## src/design/pic_cfg.svh

```systemverilog
`ifndef PIC_CFG_SVH
`define PIC_CFG_SVH

// ----------------------------------------------------------------
// Device register byte addresses.
// ----------------------------------------------------------------
`define PIC_ADDR_PRIO_A 16'hFF20
`define PIC_ADDR_PRIO_B 16'hFF21
`define PIC_ADDR_EN_TIM 16'hFF22
`define PIC_ADDR_EN_IO 16'hFF23
`define PIC_ADDR_FLAG_TIM 16'hFF24
`define PIC_ADDR_FLAG_IO 16'hFF25

// ----------------------------------------------------------------
// Field positions inside the priority registers.
// ----------------------------------------------------------------
`define PIC_KEYGRP_PRIO_LSB 6
`define PIC_SERIAL_PRIO_LSB 4
`define PIC_STOPW_PRIO_LSB 2
`define PIC_CLKTIM_PRIO_LSB 0
`define PIC_PROGTIM_PRIO_LSB 2
`define PIC_SINGLEKEY_PRIO_LSB 0

// ----------------------------------------------------------------
// Reset values.
// ----------------------------------------------------------------
`define PIC_RST_BYTE 8'h00
`define PIC_RST_LEVEL 2'h0

// ----------------------------------------------------------------
// CPU end own registers.
// ----------------------------------------------------------------
`define PIC_ADDR_CPU_MASK 16'hFF30
`define PIC_ADDR_CPU_STAT 16'hFF31
`define PIC_ADDR_CPU_IMASK 16'hFF32
`define PIC_ADDR_CPU_VEC 16'hFF33
`define PIC_ADDR_CPU_CTRL 16'hFF34

// ----------------------------------------------------------------
// Vectors and timing.
// ----------------------------------------------------------------
`define PIC_VEC_NMI 8'h04
`define PIC_VEC_FIRST 8'h06
`define PIC_LEVEL_AFTER_NMI 2'h3
`define PIC_STACK_DEPTH 4
`define PIC_CLK_MHZ 100
`define PIC_NMI_SLEEP_GUARD_US 2000

`endif

```

## src/design/pic_pkg.sv

```systemverilog
package pic_pkg;
  // Interrupt level of one source, 0 to 3.
  typedef logic [1:0] pic_level_t;
  // One bit per source, bit 14 first in vector order down to bit 0.
  typedef logic [14:0] pic_src_t;
  // Priority systems sharing one level field.
  typedef enum {PIC_SYS_PROGTIM, PIC_SYS_SINGLEKEY, PIC_SYS_KEYGRP, PIC_SYS_SERIAL,
                PIC_SYS_STOPW, PIC_SYS_CLKTIM} pic_sys_t;

  // Maps a source bit to the system whose level field it uses.
  function automatic pic_sys_t pic_sys_of(input int idx);
    pic_sys_t s;
    s = PIC_SYS_CLKTIM;
    if (idx >= 13) begin
      s = PIC_SYS_PROGTIM;
    end else if (idx == 12) begin
      s = PIC_SYS_SINGLEKEY;
    end else if (idx >= 10) begin
      s = PIC_SYS_KEYGRP;
    end else if (idx >= 7) begin
      s = PIC_SYS_SERIAL;
    end else if (idx >= 4) begin
      s = PIC_SYS_STOPW;
    end
    return s;
  endfunction
endpackage

```

## src/design/pic_if.sv

```systemverilog
`timescale 1ns/10ps
// Link between the interrupt controller and the CPU core.
interface pic_if;
  logic [15:0] bus_addr;
  logic [7:0] bus_wdata;
  logic bus_wr;
  logic bus_rd;
  logic [7:0] bus_rdata;
  logic irq_pend;
  logic [1:0] irq_level;
  logic [7:0] irq_vec;
  logic nmi_req;

  modport dev (input bus_addr, input bus_wdata, input bus_wr, input bus_rd, output bus_rdata,
               output irq_pend, output irq_level, output irq_vec, output nmi_req);
  modport cpu (output bus_addr, output bus_wdata, output bus_wr, output bus_rd, input bus_rdata,
               input irq_pend, input irq_level, input irq_vec, input nmi_req);
endinterface

```

## src/design/pic_arbiter.sv

```systemverilog
`timescale 1ns/10ps
// Picks the winning pending source: highest level, then highest bit.
module pic_arbiter import pic_pkg::*; (
  // Requests.
  input wire pic_src_t pend,
  input wire logic [29:0] levels,
  // Winner.
  output logic win_valid,
  output pic_level_t win_level,
  output logic [3:0] win_idx
);
  // Ascending scan with >= lets the higher vector-order bit win ties.
  always_comb begin
    win_valid = 1'b0;
    win_level = 2'h0;
    win_idx = 4'h0;
    for (int i = 0; i < 15; i++) begin
      if (pend[i] && levels[2*i +: 2] != 2'h0 && levels[2*i +: 2] >= win_level) begin
        win_valid = 1'b1;
        win_level = levels[2*i +: 2];
        win_idx = 4'(i);
      end
    end
  end
endmodule // pic_arbiter

```

## src/design/pic_device.sv

```systemverilog
// What this block does
// - Two-bit level fields, reset zero, read/write.
// - Key group and serial fields in FF20 upper.
// - Stopwatch and clock timer fields in FF20 lower.
// - Programmable timer field FF21 D3:D2, upper zero.
// - Single key field at FF21 D1:D0.
// - FF22 holds stopwatch and clock timer enables.
// - FF23 holds programmable, key, serial enables.
// - Enable one permits, zero blocks, reset zero.
// - FF24 holds stopwatch and clock timer flags.
// - FF25 holds programmable, key, serial flags.
// - Flags set on event, write one clears.
// - Uncleared flag re-raises after handler return.
// - Lowering mask with flag set re-raises.
// - Two-byte vectors, handlers start in common area.
// - No sleep for 2 ms after NMI.
// - Accept only above mask level; NMI always.
// - Equal levels resolved by fixed vector order.
`timescale 1ns/10ps
`include "pic_cfg.svh"

module pic_device import pic_pkg::*; (
  // System.
  input wire logic clk_sys,
  input wire logic sys_rst,
  // Link to the CPU core.
  pic_if.dev link,
  // Peripheral event pulses in vector order, bit 14 first.
  input wire pic_src_t src_event,
  // Watchdog event pulse.
  input wire logic wdt_event,
  // Summary interrupt.
  output logic irq_any
);

  // ----------------------------------------------------------------
  // Register state.
  // ----------------------------------------------------------------
  logic [7:0] prio_a_reg;
  logic [3:0] prio_b_reg;
  logic [6:0] en_tim_reg;
  logic [7:0] en_io_reg;
  logic [6:0] flag_tim_reg;
  logic [7:0] flag_io_reg;
  logic [7:0] rdata_reg;
  logic irq_pend_reg;
  pic_level_t irq_level_reg;
  logic [7:0] irq_vec_reg;
  logic nmi_reg;
  logic irq_any_reg;

  // ----------------------------------------------------------------
  // Decode.
  // ----------------------------------------------------------------
  logic wr_prio_a;
  logic wr_prio_b;
  logic wr_en_tim;
  logic wr_en_io;
  logic wr_flag_tim;
  logic wr_flag_io;

  // Address decode of one-cycle write strobes.
  always_comb begin
    wr_prio_a = 1'b0;
    wr_prio_b = 1'b0;
    wr_en_tim = 1'b0;
    wr_en_io = 1'b0;
    wr_flag_tim = 1'b0;
    wr_flag_io = 1'b0;
    if (!link.bus_wr) begin
      wr_prio_a = 1'b0;
    end else if (link.bus_addr == `PIC_ADDR_PRIO_A) begin
      wr_prio_a = 1'b1;
    end else if (link.bus_addr == `PIC_ADDR_PRIO_B) begin
      wr_prio_b = 1'b1;
    end else if (link.bus_addr == `PIC_ADDR_EN_TIM) begin
      wr_en_tim = 1'b1;
    end else if (link.bus_addr == `PIC_ADDR_EN_IO) begin
      wr_en_io = 1'b1;
    end else if (link.bus_addr == `PIC_ADDR_FLAG_TIM) begin
      wr_flag_tim = 1'b1;
    end else if (link.bus_addr == `PIC_ADDR_FLAG_IO) begin
      wr_flag_io = 1'b1;
    end
  end

  // ----------------------------------------------------------------
  // Priority registers.
  // ----------------------------------------------------------------
  // All level fields are plain read/write and clear to level 0.
  always_ff @(posedge clk_sys) begin
    if (sys_rst) begin
      prio_a_reg <= `PIC_RST_BYTE;
      prio_b_reg <= 4'h0;
    end else begin
      if (wr_prio_a) begin
        prio_a_reg <= link.bus_wdata;
      end
      if (wr_prio_b) begin
        prio_b_reg <= link.bus_wdata[3:0];
      end
    end
  end

  // ----------------------------------------------------------------
  // Enable registers.
  // ----------------------------------------------------------------
  // Enables are read/write and clear to blocked.
  always_ff @(posedge clk_sys) begin
    if (sys_rst) begin
      en_tim_reg <= 7'h00;
      en_io_reg <= `PIC_RST_BYTE;
    end else begin
      if (wr_en_tim) begin
        en_tim_reg <= link.bus_wdata[6:0];
      end
      if (wr_en_io) begin
        en_io_reg <= link.bus_wdata;
      end
    end
  end

  // ----------------------------------------------------------------
  // Factor flags.
  // ----------------------------------------------------------------
  pic_src_t flags;
  pic_src_t clr_mask;
  pic_src_t flag_next;

  // Write one clears, write zero keeps; an event in the clearing cycle wins.
  always_comb begin
    flags = {flag_io_reg, flag_tim_reg};
    clr_mask = {wr_flag_io ? link.bus_wdata : 8'h00, wr_flag_tim ? link.bus_wdata[6:0] : 7'h00};
    flag_next = (flags & ~clr_mask) | src_event;
  end

  // Flags hold until software clears them, so a handler that returns
  // without clearing sees its request again.
  always_ff @(posedge clk_sys) begin
    if (sys_rst) begin
      flag_tim_reg <= 7'h00;
      flag_io_reg <= `PIC_RST_BYTE;
    end else begin
      flag_tim_reg <= flag_next[6:0];
      flag_io_reg <= flag_next[14:7];
    end
  end

  // ----------------------------------------------------------------
  // Read data.
  // ----------------------------------------------------------------
  // Read data stands in the cycle after the strobe; unused bits and
  // unmapped addresses read zero.
  always_ff @(posedge clk_sys) begin
    if (sys_rst) begin
      rdata_reg <= `PIC_RST_BYTE;
    end else if (!link.bus_rd) begin
      rdata_reg <= 8'h00;
    end else if (link.bus_addr == `PIC_ADDR_PRIO_A) begin
      rdata_reg <= prio_a_reg;
    end else if (link.bus_addr == `PIC_ADDR_PRIO_B) begin
      rdata_reg <= {4'h0, prio_b_reg};
    end else if (link.bus_addr == `PIC_ADDR_EN_TIM) begin
      rdata_reg <= {1'b0, en_tim_reg};
    end else if (link.bus_addr == `PIC_ADDR_EN_IO) begin
      rdata_reg <= en_io_reg;
    end else if (link.bus_addr == `PIC_ADDR_FLAG_TIM) begin
      rdata_reg <= {1'b0, flag_tim_reg};
    end else if (link.bus_addr == `PIC_ADDR_FLAG_IO) begin
      rdata_reg <= flag_io_reg;
    end else begin
      rdata_reg <= 8'h00;
    end
  end

  // ----------------------------------------------------------------
  // Per-source request and level.
  // ----------------------------------------------------------------
  pic_src_t enables;
  pic_src_t pend;
  logic [29:0] levels;
  logic [11:0] sys_levels;

  // System level fields, indexed by the system enumeration.
  assign sys_levels = {prio_a_reg[`PIC_CLKTIM_PRIO_LSB +: 2], prio_a_reg[`PIC_STOPW_PRIO_LSB +: 2],
                       prio_a_reg[`PIC_SERIAL_PRIO_LSB +: 2], prio_a_reg[`PIC_KEYGRP_PRIO_LSB +: 2],
                       prio_b_reg[`PIC_SINGLEKEY_PRIO_LSB +: 2], prio_b_reg[`PIC_PROGTIM_PRIO_LSB +: 2]};
  assign enables = {en_io_reg, en_tim_reg};

  // Each source requests only with flag and enable both set.
  for (genvar g = 0; g < 15; g++) begin : g_src
    assign pend[g] = flags[g] & enables[g];
    assign levels[2*g +: 2] = sys_levels[2*int'(pic_sys_of(g)) +: 2];
  end

  // ----------------------------------------------------------------
  // Arbitration toward the CPU.
  // ----------------------------------------------------------------
  logic win_valid;
  pic_level_t win_level;
  logic [3:0] win_idx;

  pic_arbiter u_arb (
    .pend(pend),
    .levels(levels),
    .win_valid(win_valid),
    .win_level(win_level),
    .win_idx(win_idx)
  );

  // Presents the winner with its two-byte vector address; the CPU
  // compares the level against its own mask.
  always_ff @(posedge clk_sys) begin
    if (sys_rst) begin
      irq_pend_reg <= 1'b0;
      irq_level_reg <= `PIC_RST_LEVEL;
      irq_vec_reg <= 8'h00;
    end else begin
      irq_pend_reg <= win_valid;
      irq_level_reg <= win_valid ? win_level : 2'h0;
      irq_vec_reg <= `PIC_VEC_FIRST + 8'({4'hE - win_idx, 1'b0});
    end
  end

  // Watchdog pulse, forwarded as a one-cycle non-maskable request.
  always_ff @(posedge clk_sys) begin
    if (sys_rst) begin
      nmi_reg <= 1'b0;
    end else begin
      nmi_reg <= wdt_event;
    end
  end

  // Summary level, high while any enabled flag is set.
  always_ff @(posedge clk_sys) begin
    if (sys_rst) begin
      irq_any_reg <= 1'b0;
    end else begin
      irq_any_reg <= |pend;
    end
  end

  assign link.bus_rdata = rdata_reg;
  assign link.irq_pend = irq_pend_reg;
  assign link.irq_level = irq_level_reg;
  assign link.irq_vec = irq_vec_reg;
  assign link.nmi_req = nmi_reg;
  assign irq_any = irq_any_reg;

endmodule // pic_device

```

## src/flat_wrapper.sv

```systemverilog
// flat-port wrapper written by rule: the top's interface ports become plain ports
module pic_device_flat import pic_pkg::*;
  (clk_sys, sys_rst, src_event, wdt_event, irq_any, link_bus_addr, link_bus_wdata, link_bus_wr, link_bus_rd, link_bus_rdata, link_irq_pend, link_irq_level, link_irq_vec, link_nmi_req);
  pic_if link_i ();
  input wire logic clk_sys;
  input wire logic sys_rst;
  input wire pic_src_t src_event;
  input wire logic wdt_event;
  output logic irq_any;
  input wire logic [$bits(link_i.bus_addr)-1:0] link_bus_addr;
  input wire logic [$bits(link_i.bus_wdata)-1:0] link_bus_wdata;
  input wire logic [$bits(link_i.bus_wr)-1:0] link_bus_wr;
  input wire logic [$bits(link_i.bus_rd)-1:0] link_bus_rd;
  output wire logic [$bits(link_i.bus_rdata)-1:0] link_bus_rdata;
  output wire logic [$bits(link_i.irq_pend)-1:0] link_irq_pend;
  output wire logic [$bits(link_i.irq_level)-1:0] link_irq_level;
  output wire logic [$bits(link_i.irq_vec)-1:0] link_irq_vec;
  output wire logic [$bits(link_i.nmi_req)-1:0] link_nmi_req;
  assign link_i.bus_addr = link_bus_addr;
  assign link_i.bus_wdata = link_bus_wdata;
  assign link_i.bus_wr = link_bus_wr;
  assign link_i.bus_rd = link_bus_rd;
  assign link_bus_rdata = link_i.bus_rdata;
  assign link_irq_pend = link_i.irq_pend;
  assign link_irq_level = link_i.irq_level;
  assign link_irq_vec = link_i.irq_vec;
  assign link_nmi_req = link_i.nmi_req;
  pic_device u_core (.clk_sys(clk_sys), .sys_rst(sys_rst), .link(link_i), .src_event(src_event), .wdt_event(wdt_event), .irq_any(irq_any));
endmodule
```

## config.mk

```make
export PLATFORM = sky130hd
export DESIGN_NAME = pic_device_flat
export DESIGN_NICKNAME = d
export VERILOG_FILES = /design/src/design/pic_pkg.sv /design/src/design/pic_if.sv /design/src/design/pic_arbiter.sv /design/src/design/pic_device.sv /design/src/flat_wrapper.sv
export VERILOG_INCLUDE_DIRS = /design/src /design/src/design
export SDC_FILE = /design/constraint.sdc
export NUM_CORES = 1
export LEC_CHECK = 0
export ABC_AREA = 1
export BUFFER_PORTS_ARGS = -buffer_cell sky130_fd_sc_hd__clkbuf_2
export CAP_MARGIN = 20
export CORE_UTILIZATION = 27
export CTS_BUF_LIST = sky130_fd_sc_hd__clkbuf_16
export CTS_CLUSTER_DIAMETER = 120
export DETAILED_ROUTE_END_ITERATION = 8
export HOLD_SLACK_MARGIN = 0.03
export PLACE_DENSITY = 0.55
export SYNTH_ARGS = -nofsm -noshare
export SYNTH_HDL_FRONTEND = slang
export SYNTH_SLANG_ARGS = --single-unit
```

## constraint.sdc

```tcl
create_clock -name clk_sys -period 10.9 [get_ports clk_sys]
set_input_delay 0 -clock clk_sys [delete_from_list [all_inputs] [get_ports clk_sys]]
set_output_delay 0 -clock clk_sys [all_outputs]
set_load 0.05 [all_outputs]
```

# After elaboration in Yosys (flattened, before gate mapping)
# Index checks and enable logic that the tools add are counted.
dict set report totals {
  input_bits 44
  regBits 63
  out_inout_bits 21
  wordCells 173
}
dict set report op_classes {
  n_reduce_logical 39
  n_addsub 2
  bitwise 20
  mux 79
  eq_ne 6
  magnitude_cmp 15
}
# cell n
set op_table {}
lappend op_table {{$eq 16x16->1 const B} 6}
lappend op_table {{$mux 8} 7}
lappend op_table {{$mux 4} 13}
lappend op_table {{$mux 1} 43}
lappend op_table {{$logic_and 1x1->1} 30}
lappend op_table {{$mux 2} 15}
lappend op_table {{$ge 2x2->1} 14}
lappend op_table {{$and 1x1->1} 15}
lappend op_table {{$and 15x15->15} 1}
lappend op_table {{$not 15->15} 1}
lappend op_table {{$or 15x15->15} 1}
lappend op_table {{$reduce_or 15->1} 1}
lappend op_table {{$reduce_bool 2->1} 6}
lappend op_table {{$mux 7} 1}
lappend op_table {{$add 3x5->6 const A} 1}
lappend op_table {{$reduce_or 2->1} 2}
lappend op_table {{$sub 4x4->4 const A} 1}
lappend op_table {{$ge 2x1->1 const B} 1}
lappend op_table {{$not 1->1} 2}

# Depth between registers and ports, before layout
dict set report depth {
  word_depth 48
  mapped_depth 105
  mapped_depth_nobuf 105
}

# Hierarchy
# A second synthesis with hierarchy kept.
dict set report unflattened {
  hier_cells 639
  hier_area_um2 4179.0
}
# module cells_each area_per_inst_um2 instances
set by_module_without_submodules {}
lappend by_module_without_submodules {pic_device 391 2870.3 1}
lappend by_module_without_submodules {pic_arbiter 248 1308.8 1}

# Worst setup path before layout
# No wires, ideal clock.
dict set report synth_path {
  path_kind {register to register}
  startpoint {register u_core.flag_tim_reg[1]}
  endpoint {register u_core.irq_vec_reg[4], in the netlist u_core.link.irq_vec[4]}
  arrival_time_ps 11285
  path_stages_with_launch 99
  synth_period_minus_slack_ps 11399
  path_slack_ps -499
  path_buffers 0
  cell_sequence {dfxtp_1 > nand2_2 > nand2_2 > inv_1 > nor2_1 > ha_1 > nand3b_1 > nand4_1 > a21oi_1 > ha_1 > inv_1 > a31oi_1 > nor2_1 > o21a_1 > nor2_1 > ha_1 > nand3b_1 > nand3_2 > (+63 left out) > nand2_2 > o211ai_1 > and2_1 > ha_1 > o21ai_0 > nand2_1 > nand2_1 > nor2_1 > nor2_1 > nand3_1 > nand2_2 > inv_1 > ha_1 > nand3b_1 > nand3_1 > nand2_1 > nand2_1 > nor2_2}
}
dict set report synth_between {
  elab_chain_len 45
}
# item line_no
set synth_lines {}
lappend synth_lines {{start: declaration} pic_device.sv:43} ;# logic [6:0] flag_tim_reg;
lappend synth_lines {{start signal: assignment} pic_device.sv:144} ;# flag_tim_reg <= flag_next[6:0];
lappend synth_lines {{$and 1x1->1 (*)} pic_device.sv:192} ;# assign pend[g] = flags[g] & enables[g];
lappend synth_lines {{$logic_and 1x1->1 (*) (2 in series)} pic_arbiter.sv:18} ;# if (pend[i] && levels[2*i +: 2] != 2'h0 && levels[2*i +: 2] >= win_level) begin
lappend synth_lines {{$mux 2} pic_arbiter.sv:18}
lappend synth_lines {{$ge 2x2->1} pic_arbiter.sv:18}
lappend synth_lines {{$logic_and 1x1->1} pic_arbiter.sv:18}
lappend synth_lines {{$mux 2} pic_arbiter.sv:18}
lappend synth_lines {{$ge 2x2->1} pic_arbiter.sv:18}
lappend synth_lines {{$logic_and 1x1->1} pic_arbiter.sv:18}
lappend synth_lines {{(+28 left out)} -}
lappend synth_lines {{$ge 2x2->1} pic_arbiter.sv:18}
lappend synth_lines {{$logic_and 1x1->1} pic_arbiter.sv:18}
lappend synth_lines {{$mux 2} pic_arbiter.sv:18}
lappend synth_lines {{$ge 2x2->1} pic_arbiter.sv:18}
lappend synth_lines {{$logic_and 1x1->1} pic_arbiter.sv:18}
lappend synth_lines {{$mux 4 (*)} pic_arbiter.sv:18}
lappend synth_lines {{$sub 4x4->4 (*)} pic_device.sv:221} ;# irq_vec_reg <= `PIC_VEC_FIRST + 8'({4'hE - win_idx, 1'b0});
lappend synth_lines {{$add 3x5->6 (no line) (*)} -}
lappend synth_lines {{end signal: assignment} pic_device.sv:221}
lappend synth_lines {{end: declaration} pic_device.sv:48} ;# logic [7:0] irq_vec_reg;
# Mark *: on every way between the ends. The rest lies on a longest branch, timed or not.
# A chain may end at the register's enable or synchronous reset.

# Worst setup path after layout
dict set report layout_path {
  startpoint {register u_core.en_tim_reg[1]}
  endpoint {register u_core.irq_vec_reg[4], in the netlist u_core.link.irq_vec[4]}
}
dict set report layout_between {
  elab_chain_len 45
}
# item line_no
set layout_lines {}
lappend layout_lines {{start: declaration} pic_device.sv:41} ;# logic [6:0] en_tim_reg;
lappend layout_lines {{start signal: assignment} pic_device.sv:115} ;# en_tim_reg <= link.bus_wdata[6:0];
lappend layout_lines {{$and 1x1->1 (*)} pic_device.sv:192}
lappend layout_lines {{$logic_and 1x1->1 (*) (2 in series)} pic_arbiter.sv:18}
lappend layout_lines {{$mux 2} pic_arbiter.sv:18}
lappend layout_lines {{$ge 2x2->1} pic_arbiter.sv:18}
lappend layout_lines {{$logic_and 1x1->1} pic_arbiter.sv:18}
lappend layout_lines {{$mux 2} pic_arbiter.sv:18}
lappend layout_lines {{$ge 2x2->1} pic_arbiter.sv:18}
lappend layout_lines {{$logic_and 1x1->1} pic_arbiter.sv:18}
lappend layout_lines {{(+28 left out)} -}
lappend layout_lines {{$ge 2x2->1} pic_arbiter.sv:18}
lappend layout_lines {{$logic_and 1x1->1} pic_arbiter.sv:18}
lappend layout_lines {{$mux 2} pic_arbiter.sv:18}
lappend layout_lines {{$ge 2x2->1} pic_arbiter.sv:18}
lappend layout_lines {{$logic_and 1x1->1} pic_arbiter.sv:18}
lappend layout_lines {{$mux 4 (*)} pic_arbiter.sv:18}
lappend layout_lines {{$sub 4x4->4 (*)} pic_device.sv:221}
lappend layout_lines {{$add 3x5->6 (no line) (*)} -}
# Marks and branches as above.

==> reports/summary.txt <==
clk_lat worst skew: 350 ps
WL/cell: 13.7 um
dpl hpwl: 9340 um
Crit Path Max Fanout: 6
initial core utilization: 0.276
Reg2Reg Setup Slack: -250 ps
Hold Path Cell Cnt: 3
GP Congestion: 0.905
Rows: 43
H-tree levels: 3
Die X: 121 um
peak supply drop: 0.0000862 V
Root Buffer: clkbuf_16
Residual DRC: 0
CTS tree: yes
Least-Margin Pin Slew: 1060 ps
dpl ws: -508 ps
Tot GR Track Use: 0.170
Area growth, synth to finish: 48.0%
relative slew slack: 0.293
top_reg_cell synth: dfxtp_1
Post-synth EDFFs: 0
leading cell types by count after synthesis: inv_1 (108), nand2_1 (81), dfxtp_1 (60)
synthesized cell area: 0.00384 mm2
Mean Syn Cell Area: 6.77 um2
CTS Sinks: 60
nets: 787
Num CTS Buffers: 9
Fin. Hold Viols: 0
# Max-Cap Violations: 0
via count: 4,327
most common cell in the netlist: inv_1
Yosys reg bits: 60
reg2reg start: u_core.en_tim_reg[1]
critical path's most frequent cell: nand2_2
initial antenna violation count: 0
Iteration-0 DRC Markers: 208
Die Height: 121 um
I/O Pins: 65
largest net degree at the start of global routing: 39
layout cells sized above 1: 0.354
crit end category: register
vias per inst: 4.75
# diodes: 0
R2R depth: 101
Total Power: 561 uW
Fillers: 1,455
Post-Route WL: 12,500 um
Port Buffers: 61
Critical Path RT: 11,180 ps
Final Skew: 10.0 ps
total iterations of the first detailed-routing run: 6
Critical Path Source Type: register
asr flop ratio synth: 0
Highest Clock Rate: 89.7 MHz
failing checks: negative setup slack
Reg clk slew, reported paths: 60 ps
worst min path class: primary input to register
Setup violations, final: 5
leak pwr: 0.00267 uW
slowest stage cell, crit path: dfxtp_2
GRT overflow: 0
deepest clock path buffer count: 2
reg2reg end: u_core.link.irq_vec[4]
worst stage delay on the critical path: 330 ps
Post-Place Cell Area: 0.00470 mm2
Synth Instances: 567
first-pass GRT wire length: 19,300 um
Synth area leader: dfxtp_1
Final period util: 1.02
hold path startpoint: link_bus_rd
outcome: finished with violations
power per cell area: 98.8 mW/mm2
Cell variety after synth: 36
Hold Path End: u_core.link.bus_rdata[5]
Final Worst Setup Slack: -252 ps
post-route ant nets: 0
Critical Path AT: 11,430 ps
Final Slew Violations: 0
critical path class: register to register
Syn. warnings: 0
vias in the first global route: 4,105
top area cells in the synthesized netlist: dfxtp_1 (31%), inv_1 (11%), nand2_1 (7.9%), a21oi_1 (5.6%), ha_1 (5.5%)
unrepaired setup endpoints after global routing: yes
final hold slack: 97.1 ps
Yosys top cell area share: 0.313
Period minus WS final: 11,150 ps
register area share after synthesis: 0.313
Core Box Area: 0.0139 mm2
area of the die: 0.0147 mm2
Finished Cell Area: 0.00568 mm2
==> stage by stage <==
step,TNS (ps),util,cells
after floorplan,0,-,569
after global placement,-138,0.338,843
after detailed placement,-2220,0.338,843
after CTS,-1040,0.384,892
after global routing,-6690,0.409,911
final,-652,0.409,911
==> kinds of logic (layout without fill, tap and decap cells) <==
kind of cell,after synthesis,after routing,synth area share
buf+inv,123,285,0.125
flops,60,60,0.313
other cells,1,3,0.000978
simple gates,238,238,0.309
fa+ha+maj,17,17,0.0554
compound gates,128,128,0.197
==> cell usage in the layout (no fill, tap or decap), types with 2 or more instances in the layout <==
cell type / instances
ha_1: 11
a21oi_2: 3
clkbuf_16: 9
nand2_4: 7
a211oi_1: 16
dfxtp_2: 4
buf_4: 74
o211ai_1: 7
nor2_2: 5
nand3_2: 11
inv_1: 99
nor3_1: 9
nand2_2: 43
nand3_1: 24
a21oi_1: 39
nor2_4: 4
nand2_1: 63
o21ai_2: 7
a31oi_1: 4
o21a_1: 2
o21ai_4: 3
conb_1: 3
nand3_4: 2
inv_2: 8
dlygate4sd3_1: 24
clkinv_1: 2
nand4_1: 13
o221ai_1: 8
inv_6: 3
o21ai_0: 34
ha_4: 5
dfxtp_1: 56
nor2_1: 47
nand3b_1: 5
o21ai_1: 2
clkbuf_2: 61
==> power breakdown <==
group,switching (uW),internal (uW)
clock,115,180
combinational,21.8,15.9
sequential,3.43,224
==> per-layer routing <==
metal  track usage  share of wire
met5             0              0
met3        0.0287          0.045
met4        0.0910          0.033
met2         0.289           0.48
met1         0.204           0.44
==> timing repair <==
item / 4_1_cts / 5_1_grt
hold buffers: 24 / 0
endpoints found under the setup margin: 7 / 8
setup buffers: 9 / 19
endpoints found under the hold margin: 36 / 0
pin swaps: 15 / 53
resized for setup: 11 / 49
==> worst max path at each step <==
| stage | start | to | slack (ps) | cells past startpoint |
|---|---|---|---|---|
| global route | u_core.flag_tim_reg[1] | u_core.link.irq_vec[4] | -1070 | 101 |
| finish | u_core.en_tim_reg[1] | u_core.link.irq_vec[4] | -250 | 101 |
| global placement | u_core.flag_tim_reg[0] | u_core.link.irq_vec[4] | -140 | 101 |
| floorplan | u_core.flag_tim_reg[1] | u_core.link.irq_vec[4] | 10 | 100 |
| CTS | u_core.flag_tim_reg[1] | u_core.link.irq_vec[4] | -360 | 101 |
| detailed placement | u_core.flag_tim_reg[0] | u_core.link.irq_vec[4] | -510 | 101 |
==> worst max-delay path: cells and delay by family, from the launching register on <==
| kind | cells | cell delay [ps] |
|---|---|---|
| and+or+nand+nor | 57 | 4830 |
| AOI/OAI and AO/OA | 16 | 1570 |
| adders and majority gates | 14 | 3580 |
| buffers and inverters | 14 | 760 |
| DFF | 1 | 330 |
==> layout make-up <==
cell class | instances | area, um2 | area share
tap | 180 | 225 | 0.0397
timing repair buffer | 159 | 1100 | 0.194
clock buffer | 9 | 225 | 0.0397
clock inverter | 7 | 80.1 | 0.0141
inverter | 110 | 415 | 0.0731
multi-input combinational | 386 | 2430 | 0.427
sequential | 60 | 1210 | 0.212
No activity file was read; power rests on OpenSTA's default activity.
